File: src/hdl/mcu_ctrl_regs.vh
`ifndef MCU_CTRL_REGS_VH
`define MCU_CTRL_REGS_VH

// ----------------------------------------------------------
// Fixed codes
// ----------------------------------------------------------
`define OP_NO_OP 14'h0000
`define OP_RESET 14'h0001
`define OP_RETURN 14'h0008
`define OP_IRQ_RETURN 14'h0009
`define OP_CALL_ACC 14'h000A
`define OP_REL_BRANCH_ACC 14'h000B
`define OP_SLEEP 14'h0063
`define OP_KICK 14'h0064

// ----------------------------------------------------------
// Prefix codes, compared against the top bits
// ----------------------------------------------------------
`define PFX_REL_BRANCH 5'h19
`define PFX_CALL 3'h4
`define PFX_JUMP 3'h5
`define PFX_RET_LIT 6'h34
`define PFX_LIT_AND 6'h39
`define PFX_LIT_ADD 6'h3E
`define PFX_REG_AND 6'h05
`define PFX_PADD 7'h62
`define PFX_LDIDX 7'h7E
`define PFX_STIDX 7'h7F
`define PFX_DIR 11'h00C
`define PFX_LDIND 11'h002
`define PFX_STIND 11'h003

// ----------------------------------------------------------
// Widths, field positions and reset values
// ----------------------------------------------------------
`define PC_W 15
`define STACK_DEPTH 16
`define SLOW_BIT 15
`define PC_RESET 15'h0000
`define PTR_RESET 16'h0000
`define ACC_RESET 8'h00
`define DIR_RESET 8'hFF

`endif

File: src/hdl/mcu_control_indirect_op_decoder.v
`timescale 1ns/1ps
`include "mcu_ctrl_regs.vh"

module mcu_control_indirect_op_decoder
(
   // Clock, reset, enable
   input wire sys_clk,
   input wire sys_rst,
   input wire clk_en,
   // Instruction fetch
   output reg [14:0] program_counter,
   input wire [13:0] instr_word,
   input wire [6:0] pc_latch_hi,
   // Data memory
   input wire [5:0] bank_sel,
   output reg [15:0] mem_addr,
   output reg mem_rd,
   output reg mem_wr,
   output reg [7:0] mem_wdata,
   input wire [7:0] mem_rdata,
   // Core state
   output reg [7:0] acc,
   output reg [15:0] ptr0,
   output reg [15:0] ptr1,
   output reg carry_flag,
   output reg digit_carry_flag,
   output reg zero_flag,
   output reg timeout_flag,
   output reg powerdown_flag,
   output reg [63:0] pin_direction_reg,
   // System events
   output reg standby,
   input wire wake_pin,
   output reg soft_reset_req,
   output reg watchdog_clear,
   output reg irq_enable_set,
   output wire busy
);

   // ----------------------------------------------------------
   // States
   // ----------------------------------------------------------
   localparam [3:0] ST_RUN = 4'b0001;
   localparam [3:0] ST_STRETCH = 4'b0010;
   localparam [3:0] ST_FLUSH = 4'b0100;
   localparam [3:0] ST_SLEEP = 4'b1000;

   // ----------------------------------------------------------
   // Functions
   // ----------------------------------------------------------
   function [15:0] sext6;
      input [5:0] k;
      begin
         sext6 = {{10{k[5]}}, k};
      end
   endfunction

   // Pre forms (mm = 00/01) move the pointer before use
   function [15:0] modified_ptr;
      input [15:0] p;
      input [1:0] mm;
      begin
         case (mm)
            2'b00: modified_ptr = p + 16'h0001;
            2'b01: modified_ptr = p - 16'h0001;
            2'b10: modified_ptr = p + 16'h0001;
            default: modified_ptr = p - 16'h0001;
         endcase
      end
   endfunction

   // ----------------------------------------------------------
   // Registers
   // ----------------------------------------------------------
   reg [3:0] state;
   reg [14:0] stack [0:15];
   reg [3:0] sp;
   reg wake_meta;
   reg wake_sync;
   integer i;

   // ----------------------------------------------------------
   // Decode
   // ----------------------------------------------------------
   wire is_rel_branch = instr_word[13:9] == `PFX_REL_BRANCH;
   wire is_rel_branch_acc = instr_word == `OP_REL_BRANCH_ACC;
   wire is_call = instr_word[13:11] == `PFX_CALL;
   wire is_jump = instr_word[13:11] == `PFX_JUMP;
   wire is_call_acc = instr_word == `OP_CALL_ACC;
   wire is_irq_return = instr_word == `OP_IRQ_RETURN;
   wire is_return = instr_word == `OP_RETURN;
   wire is_return_literal = instr_word[13:8] == `PFX_RET_LIT;
   wire is_reset = instr_word == `OP_RESET;
   wire is_sleep = instr_word == `OP_SLEEP;
   wire is_kick = instr_word == `OP_KICK;
   // Fixed codes inside the selector range take priority
   wire is_dir_load = instr_word[13:3] == `PFX_DIR && !is_sleep && !is_kick;
   wire is_padd = instr_word[13:7] == `PFX_PADD;
   wire is_ldind = instr_word[13:3] == `PFX_LDIND;
   wire is_stind = instr_word[13:3] == `PFX_STIND;
   wire is_ldidx = instr_word[13:7] == `PFX_LDIDX;
   wire is_stidx = instr_word[13:7] == `PFX_STIDX;
   wire is_literal_and = instr_word[13:8] == `PFX_LIT_AND;
   wire is_literal_add = instr_word[13:8] == `PFX_LIT_ADD;
   wire is_register_and = instr_word[13:8] == `PFX_REG_AND;

   wire [1:0] mm = instr_word[1:0];
   wire n_ind = instr_word[2];
   wire n_idx = instr_word[6];
   wire [15:0] ptr_ind = n_ind ? ptr1 : ptr0;
   wire [15:0] ptr_idx = n_idx ? ptr1 : ptr0;
   wire [15:0] ptr_mod = modified_ptr(ptr_ind, mm);
   wire [6:0] f_addr = instr_word[6:0];
   wire dest_f = instr_word[7];
   wire f_indirect = f_addr[6:1] == 6'h00;

   wire [14:0] pc_next = program_counter + 15'h0001;
   wire [15:0] bra_ofs = {{7{instr_word[8]}}, instr_word[8:0]};

   // ----------------------------------------------------------
   // Data memory address and strobes
   // ----------------------------------------------------------
   always @*
   begin
      mem_addr = 16'h0000;
      mem_rd = 1'b0;
      if (is_ldind || is_stind)
      begin
         mem_addr = mm[1] ? ptr_ind : ptr_mod;
         mem_rd = is_ldind;
      end
      else if (is_ldidx || is_stidx)
      begin
         mem_addr = ptr_idx + sext6(instr_word[5:0]);
         mem_rd = is_ldidx;
      end
      else if (is_register_and)
      begin
         if (f_indirect)
            mem_addr = f_addr[0] ? ptr1 : ptr0;
         else
            mem_addr = {3'h0, bank_sel, f_addr};
         mem_rd = 1'b1;
      end
   end

   wire mem_op = is_ldind || is_stind || is_ldidx || is_stidx ||
      (is_register_and && f_indirect);
   // Upper half of the pointer space is slow memory
   wire needs_extra = mem_op && mem_addr[`SLOW_BIT];
   wire run_now = (state == ST_RUN) && !needs_extra;
   wire exec = clk_en && (run_now || state == ST_STRETCH);

   wire [7:0] and_f = acc & mem_rdata;
   wire [8:0] add_sum = {1'b0, acc} + {1'b0, instr_word[7:0]};
   wire [4:0] add_lo = {1'b0, acc[3:0]} + {1'b0, instr_word[3:0]};

   always @*
   begin
      mem_wr = 1'b0;
      mem_wdata = acc;
      if (state == ST_RUN || state == ST_STRETCH)
      begin
         if (is_stind || is_stidx)
            mem_wr = exec;
         else if (is_register_and && dest_f)
         begin
            mem_wr = exec;
            mem_wdata = and_f;
         end
      end
   end

   // A program counter change flushes the next fetch
   wire takes_branch = is_rel_branch || is_rel_branch_acc || is_call ||
      is_jump || is_call_acc || is_irq_return || is_return ||
      is_return_literal;

   assign busy = state != ST_RUN;

   // ----------------------------------------------------------
   // Wake synchroniser
   // ----------------------------------------------------------
   always @(posedge sys_clk or posedge sys_rst)
   begin
      if (sys_rst)
      begin
         wake_meta <= 1'b0;
         wake_sync <= 1'b0;
      end
      else if (clk_en)
      begin
         wake_meta <= wake_pin;
         wake_sync <= wake_meta;
      end
   end

   // ----------------------------------------------------------
   // Execute
   // ----------------------------------------------------------
   always @(posedge sys_clk or posedge sys_rst)
   begin
      if (sys_rst)
      begin
         state <= ST_RUN;
         program_counter <= `PC_RESET;
         sp <= 4'h0;
         acc <= `ACC_RESET;
         ptr0 <= `PTR_RESET;
         ptr1 <= `PTR_RESET;
         carry_flag <= 1'b0;
         digit_carry_flag <= 1'b0;
         zero_flag <= 1'b0;
         timeout_flag <= 1'b1;
         powerdown_flag <= 1'b1;
         pin_direction_reg <= {8{`DIR_RESET}};
         standby <= 1'b0;
         soft_reset_req <= 1'b0;
         watchdog_clear <= 1'b0;
         irq_enable_set <= 1'b0;
         for (i = 0; i < `STACK_DEPTH; i = i + 1)
            stack[i] <= `PC_RESET;
      end
      else if (clk_en)
      begin
         soft_reset_req <= 1'b0;
         watchdog_clear <= 1'b0;
         irq_enable_set <= 1'b0;
         case (state)
            ST_FLUSH:
               state <= ST_RUN;
            ST_SLEEP:
               if (wake_sync)
               begin
                  standby <= 1'b0;
                  state <= ST_RUN;
               end
            ST_RUN, ST_STRETCH:
               if (state == ST_RUN && needs_extra)
                  state <= ST_STRETCH;
               else
               begin
                  state <= takes_branch ? ST_FLUSH : ST_RUN;
                  program_counter <= pc_next;
                  if (is_rel_branch)
                     program_counter <= pc_next + bra_ofs[14:0];
                  else if (is_rel_branch_acc)
                     program_counter <= pc_next + {7'h00, acc};
                  else if (is_jump)
                     program_counter <= {pc_latch_hi[6:3],
                        instr_word[10:0]};
                  else if (is_call || is_call_acc)
                  begin
                     stack[sp] <= pc_next;
                     sp <= sp + 4'h1;
                     if (is_call)
                        program_counter <= {pc_latch_hi[6:3],
                           instr_word[10:0]};
                     else
                        program_counter <= {pc_latch_hi, acc};
                  end
                  else if (is_return || is_irq_return || is_return_literal)
                  begin
                     program_counter <= stack[sp - 4'h1];
                     sp <= sp - 4'h1;
                     irq_enable_set <= is_irq_return;
                     if (is_return_literal)
                        acc <= instr_word[7:0];
                  end
                  else if (is_reset)
                     soft_reset_req <= 1'b1;
                  else if (is_kick)
                  begin
                     watchdog_clear <= 1'b1;
                     timeout_flag <= 1'b1;
                     powerdown_flag <= 1'b1;
                  end
                  else if (is_sleep)
                  begin
                     watchdog_clear <= 1'b1;
                     timeout_flag <= 1'b1;
                     powerdown_flag <= 1'b0;
                     standby <= 1'b1;
                     state <= ST_SLEEP;
                  end
                  else if (is_dir_load)
                     pin_direction_reg[instr_word[2:0]*8 +: 8] <= acc;
                  else if (is_padd)
                  begin
                     // 16-bit sum drops the carry, so it wraps
                     if (instr_word[6])
                        ptr1 <= ptr1 + sext6(instr_word[5:0]);
                     else
                        ptr0 <= ptr0 + sext6(instr_word[5:0]);
                  end
                  else if (is_ldind || is_stind)
                  begin
                     if (n_ind)
                        ptr1 <= ptr_mod;
                     else
                        ptr0 <= ptr_mod;
                     if (is_ldind)
                     begin
                        acc <= mem_rdata;
                        zero_flag <= mem_rdata == 8'h00;
                     end
                  end
                  else if (is_ldidx)
                  begin
                     acc <= mem_rdata;
                     zero_flag <= mem_rdata == 8'h00;
                  end
                  else if (is_literal_and)
                  begin
                     acc <= acc & instr_word[7:0];
                     zero_flag <= (acc & instr_word[7:0]) == 8'h00;
                  end
                  else if (is_literal_add)
                  begin
                     acc <= add_sum[7:0];
                     carry_flag <= add_sum[8];
                     digit_carry_flag <= add_lo[4];
                     zero_flag <= add_sum[7:0] == 8'h00;
                  end
                  else if (is_register_and)
                  begin
                     if (!dest_f)
                        acc <= and_f;
                     zero_flag <= and_f == 8'h00;
                  end
               end
            default:
               state <= ST_RUN;
         endcase
      end
   end

endmodule

File: config.mk
export PLATFORM = sky130hd
export DESIGN_NAME = mcu_control_indirect_op_decoder
export DESIGN_NICKNAME = d
export VERILOG_FILES = /design/src/hdl/mcu_control_indirect_op_decoder.v
export VERILOG_INCLUDE_DIRS = /design/src /design/src/hdl
export SDC_FILE = /design/constraint.sdc
export NUM_CORES = 1
export LEC_CHECK = 0
export ABC_AREA = 1
export ABC_CLOCK_PERIOD_IN_PS = 18790
export BUFFER_PORTS_ARGS = -buffer_cell sky130_fd_sc_hd__buf_2
export CAP_MARGIN = 20
export CORE_ASPECT_RATIO = 2
export CORE_UTILIZATION = 55
export CTS_CLUSTER_DIAMETER = 60
export DETAILED_ROUTE_END_ITERATION = 16
export PLACE_DENSITY_LB_ADDON = 0.08
export SYNTH_ARGS = -nofsm -noshare
export SYNTH_HDL_FRONTEND = slang
export SYNTH_SLANG_ARGS = --single-unit
File: constraint.sdc
create_clock -name sys_clk -period 18.79 [get_ports sys_clk]
set_input_delay 5.637 -clock sys_clk [delete_from_list [all_inputs] [get_ports sys_clk]]
set_output_delay 5.637 -clock sys_clk [all_outputs]
set_load 0.02 [all_outputs]
==> flow_summary.html <==
<table>
<tr><th>Metric</th><th>Value</th></tr>
<tr><th colspan="2">Synth</th></tr>
<tr><td>YS warnings</td><td>0</td></tr>
<tr><td>Synth Net Count</td><td>roughly 3800</td></tr>
<tr><td>Synth Instances</td><td>roughly 3600</td></tr>
<tr><td>Top cell types by occurrence after synthesis</td><td>nand2_1 (1374), o21ai_0 (342), nor2_1 (312)</td></tr>
<tr><td>Cell with the most instances after synthesis</td><td>nand2_1</td></tr>
<tr><td>Post-synth top area share</td><td>between 30 and 40%</td></tr>
<tr><td>Share of the yosys chip area belonging to registers</td><td>38.2%</td></tr>
<tr><td>Unique masters post-synth</td><td>51</td></tr>
<tr><td>Count of state elements after synthesis</td><td>377</td></tr>
<tr><td>Synthesized area</td><td>~25000 um2</td></tr>
<tr><td>Post-synthesis async set-or-reset flop share</td><td>100%</td></tr>
<tr><td>Primary flip-flop cell chosen by synthesis mapping</td><td>dfrtp_1</td></tr>
<tr><td>Number of enable-type register cells in the synthesized netlist</td><td>0</td></tr>
<tr><td>Average instance area after synthesis</td><td>roughly 7 um2</td></tr>
<tr><td>Dominant cell type by area after synthesis</td><td>dfrtp_1</td></tr>
<tr><td>Most area-consuming cells after synthesis</td><td>dfrtp_1 (31%), nand2_1 (21%), dfstp_2 (7.0%)</td></tr>
<tr><th colspan="2">Placement</th></tr>
<tr><td>Weighted congestion at the end of routability-driven global placement</td><td>roughly 1</td></tr>
<tr><td>DP Area</td><td>about 26000 um2</td></tr>
<tr><td>DP Wirelength</td><td>71900 um</td></tr>
<tr><td>DP Worst Slack</td><td>3740 ps</td></tr>
<tr><td>I/O Buffers</td><td>around 190</td></tr>
<tr><th colspan="2">Timing</th></tr>
<tr><td>Max-slew violation count</td><td>0</td></tr>
<tr><td>Setup repair after global routing missed its margin</td><td>no</td></tr>
<tr><td>Post-route clock skew</td><td>38.3 ps</td></tr>
<tr><td>Count of endpoints failing hold in the final timing report</td><td>0</td></tr>
<tr><td>Actual transition at the worst max-transition pin</td><td>1150 ps</td></tr>
<tr><td>Max Freq</td><td>0.0658 GHz</td></tr>
<tr><td>Rel. slew slack</td><td>23.0%</td></tr>
<tr><td>Shortest clock period the worst path allows after layout</td><td>15210 ps</td></tr>
<tr><td>Final WS setup</td><td>3580 ps</td></tr>
<tr><td>Sum of negative setup slack</td><td>0 ps</td></tr>
<tr><td># setup viols final</td><td>0</td></tr>
<tr><td>Period utilisation layout</td><td>80.9%</td></tr>
<tr><th colspan="2">Setup path</th></tr>
<tr><td>Kind of end point of the critical path</td><td>primary output</td></tr>
<tr><td>Buf+Inv Stages, Crit Path</td><td>6</td></tr>
<tr><td>Chain of cells forming the critical path</td><td>buf_2 &gt; buf_4 &gt; inv_1 &gt; ha_1 &gt; inv_1 &gt; nand2_1 &gt; nand2_1 &gt; nand2_1 &gt; ha_1 &gt; inv_1 &gt; nand2_1 &gt; nand2_1 &gt; nor2_1 &gt; nor2_1 &gt; o21ai_0 &gt; nand3_1 &gt; nand3_1 &gt; nand2_1 &gt; nor2_1 &gt; o21ai_0 &gt; buf_2</td></tr>
<tr><td>Kind of cell adding the most delay to the critical path</td><td>simple AND/OR/NAND/NOR gates</td></tr>
<tr><td>Crit path max-delay cell type</td><td>buf_4</td></tr>
<tr><td>Nature of the critical path startpoint</td><td>input port</td></tr>
<tr><td>Worst Path Arrival</td><td>around 9600 ps</td></tr>
<tr><td>Cell repeated most along the worst path</td><td>nand2_1</td></tr>
<tr><td>Reg-to-reg startpoint</td><td>sp[0]</td></tr>
<tr><td>Depth of the worst register-to-register path</td><td>15</td></tr>
<tr><td>Worst endpoint required time</td><td>13150 ps</td></tr>
<tr><td>Highest cell delay on the worst timing path</td><td>around 460 ps</td></tr>
<tr><td>Start-to-end type of the worst setup path</td><td>input port to primary output</td></tr>
<tr><td>Crit-path max FO</td><td>44</td></tr>
<tr><td>Beginning of the critical path</td><td>instr_word[0]</td></tr>
<tr><td>R2r endpoint</td><td>program_counter[2]</td></tr>
<tr><td>Register-to-register path setup slack</td><td>approximately 14000 ps</td></tr>
<tr><th colspan="2">Final layout</th></tr>
<tr><td>Proportion of layout cells with a drive suffix above 1</td><td>11.0%</td></tr>
<tr><td>Layout Nets</td><td>roughly 3900</td></tr>
<tr><td>Flip-flop count of the largest register, all copies and words added</td><td>240</td></tr>
<tr><td>Design Area, Final</td><td>27600 um2</td></tr>
<tr><td>Area added between synthesis and finish</td><td>10.7%</td></tr>
<tr><th colspan="2">Floorplan</th></tr>
<tr><td># IOs</td><td>194</td></tr>
<tr><td>Horizontal die dimension</td><td>152 um</td></tr>
<tr><td>Die span in y</td><td>303 um</td></tr>
<tr><td># rows</td><td>~110</td></tr>
<tr><td>Initial core utilization</td><td>a little under three fifths</td></tr>
<tr><td>Die Outline Area</td><td>approximately 46000 um2</td></tr>
<tr><td>Core Area</td><td>44500 um2</td></tr>
<tr><th colspan="2">Pwr</th></tr>
<tr><td>PD cells</td><td>~110 nW/um2</td></tr>
<tr><td>Maximum vdd drop</td><td>123 uV</td></tr>
<tr><td>Leakage</td><td>roughly 14 nW</td></tr>
<tr><th colspan="2">Worst hold path</th></tr>
<tr><td>Worst Hold Endpoint</td><td>stack[144]</td></tr>
<tr><td>HP Start</td><td>stack[144]</td></tr>
<tr><td>Hold path cells</td><td>2</td></tr>
<tr><td>Hold WC Path Type</td><td>flip-flop to flip-flop</td></tr>
<tr><th colspan="2">Global route</th></tr>
<tr><td>All-layer global routing usage</td><td>42.9%</td></tr>
<tr><td>Total congestion overflow after global routing</td><td>0</td></tr>
<tr><td>Wire length of the first global-routing pass</td><td>150000 um</td></tr>
<tr><td>Number of global-route vias before repair</td><td>26427</td></tr>
<tr><td>Antenna violations before repair</td><td>9</td></tr>
<tr><td>Largest net degree at the start of global routing</td><td>between 100 and 150</td></tr>
<tr><th colspan="2">Route</th></tr>
<tr><td>Drt first-iter violations</td><td>2246</td></tr>
<tr><td>Pre-Repair DR Iteration Count</td><td>12</td></tr>
<tr><td>Routed length per placed instance</td><td>23.0 um</td></tr>
<tr><td>Final wirelength</td><td>99100 um</td></tr>
<tr><td>Via count of the routed design</td><td>26557</td></tr>
<tr><td>Drt drc</td><td>4</td></tr>
<tr><td>Avg Vias per Cell</td><td>6.15</td></tr>
<tr><td>ANT nets after route</td><td>0</td></tr>
<tr><th colspan="2">Clocking</th></tr>
<tr><td>Clock insertion delay at the later pin of the skew report</td><td>about 570 ps</td></tr>
<tr><td>Number of buffers inserted during clock tree synthesis</td><td>37</td></tr>
<tr><td>Root buffer cell</td><td>clkbuf_16</td></tr>
<tr><td>Number of hold buffers added after CTS</td><td>0</td></tr>
<tr><td>Gates resized, CTS repair</td><td>0</td></tr>
<tr><td>Htree depth</td><td>2</td></tr>
<tr><td>Maximum count of clock buffers along a single path</td><td>3</td></tr>
<tr><td>Clock Sinks</td><td>roughly 380</td></tr>
<tr><td>Clock slew at reported path FFs</td><td>60 ps</td></tr>
<tr><td>TritonCTS clock tree</td><td>done</td></tr>
<tr><td>Buffers inserted during post-CTS setup optimization</td><td>0</td></tr>
<tr><th colspan="2">Outcome</th></tr>
<tr><td>Failing checks</td><td>DRC</td></tr>
<tr><td>Run status</td><td>complete, but fails checks</td></tr>
<tr><th colspan="2">Job</th></tr>
<tr><td>MaxCap Viol Count</td><td>0</td></tr>
</table>
-- worst max path at each step --
stage                        end  slack, ps  cells past startpoint
floorplan                 acc[0]       2790                      1
global placement    mem_addr[14]       3820                     21
detailed placement  mem_addr[14]       3740                     21
CTS                 mem_addr[14]       3720                     21
global route        mem_addr[14]       3340                     21
finish              mem_addr[14]       3580                     21
-- cells in the final DEF, fill, tap and decap left out, types with 6 or more instances in the layout --
master,instances
buf_2,192
xnor2_1,8
nand2_1,1374
o21bai_1,7
inv_1,251
o22ai_1,29
nand3_1,142
nor3_1,33
xor2_1,35
o211ai_1,72
o221ai_1,19
clkbuf_16,38
or2_2,14
ha_1,91
a21oi_1,131
buf_4,47
nor2_1,311
clkinv_1,11
a31oi_1,8
dfrtp_1,310
nor4_1,6
clkbuf_1,7
dfstp_2,66
o21ai_0,342
o31ai_1,18
a211oi_1,6
o2111ai_1,7
o41ai_1,26
nand4_1,65
diode_2,9
fa_1,6
nor2_4,10
-- cells by family (layout without fill, tap and decap cells) --
family                     after synthesis  count (layout)  share of synthesized area (%)
muxes                                    2               2                         0.0854
xor gates and xnor gates                47              47                           1.65
AOI/OAI and AO/OA                      685             685                           16.0
adders and majority gates               98              98                           5.11
other                                    1              10                         0.0151
and+or+nand+nor                       1967            1967                           31.9
buffers and inverters                  442             575                           7.04
DFF                                    377             377                           38.2
-- where the power goes --
part	internal (mW)	switching [mW]	leakage, nW
combinational	0.374	0.922	8.64
sequential	0.926	0.108	4.95
clock	0.438	0.353	0.608
-- area by class of cell --
cell class | instances | area [um2]
fill | 4212 | 16900
multi-input combinational | 2800 | 13700
sequential | 377 | 9520
timing repair buffer | 243 | 1370
clock buffer | 49 | 1030
inverter | 265 | 1000
tap | 555 | 694
clock inverter | 18 | 228
antenna | 9 | 22.5
-- through the flow --
stage,hold WS [ps],cells,util (%),power (mW)
floorplan,444,3619,-,1.87
global placement,456,4235,59.0,2.28
detailed placement,460,4235,59.0,2.30
CTS,477,4302,61.8,3.10
global route,492,4310,61.9,3.28
finish,475,4316,62.0,3.12
-- tightest hold or removal path: cells and delay by family (launching register included) --
family	cells	cell delay (ps)
DFF	1	340
and+or+nand+nor	2	100
-- layer usage --
layer,wire (um),GRT usage (%)
met4,11500,44.4
met3,7640,8.44
met1,31000,40.6
met5,61,0
met2,48900,75.8
Note: power is estimated with default switching activity, not from simulation.
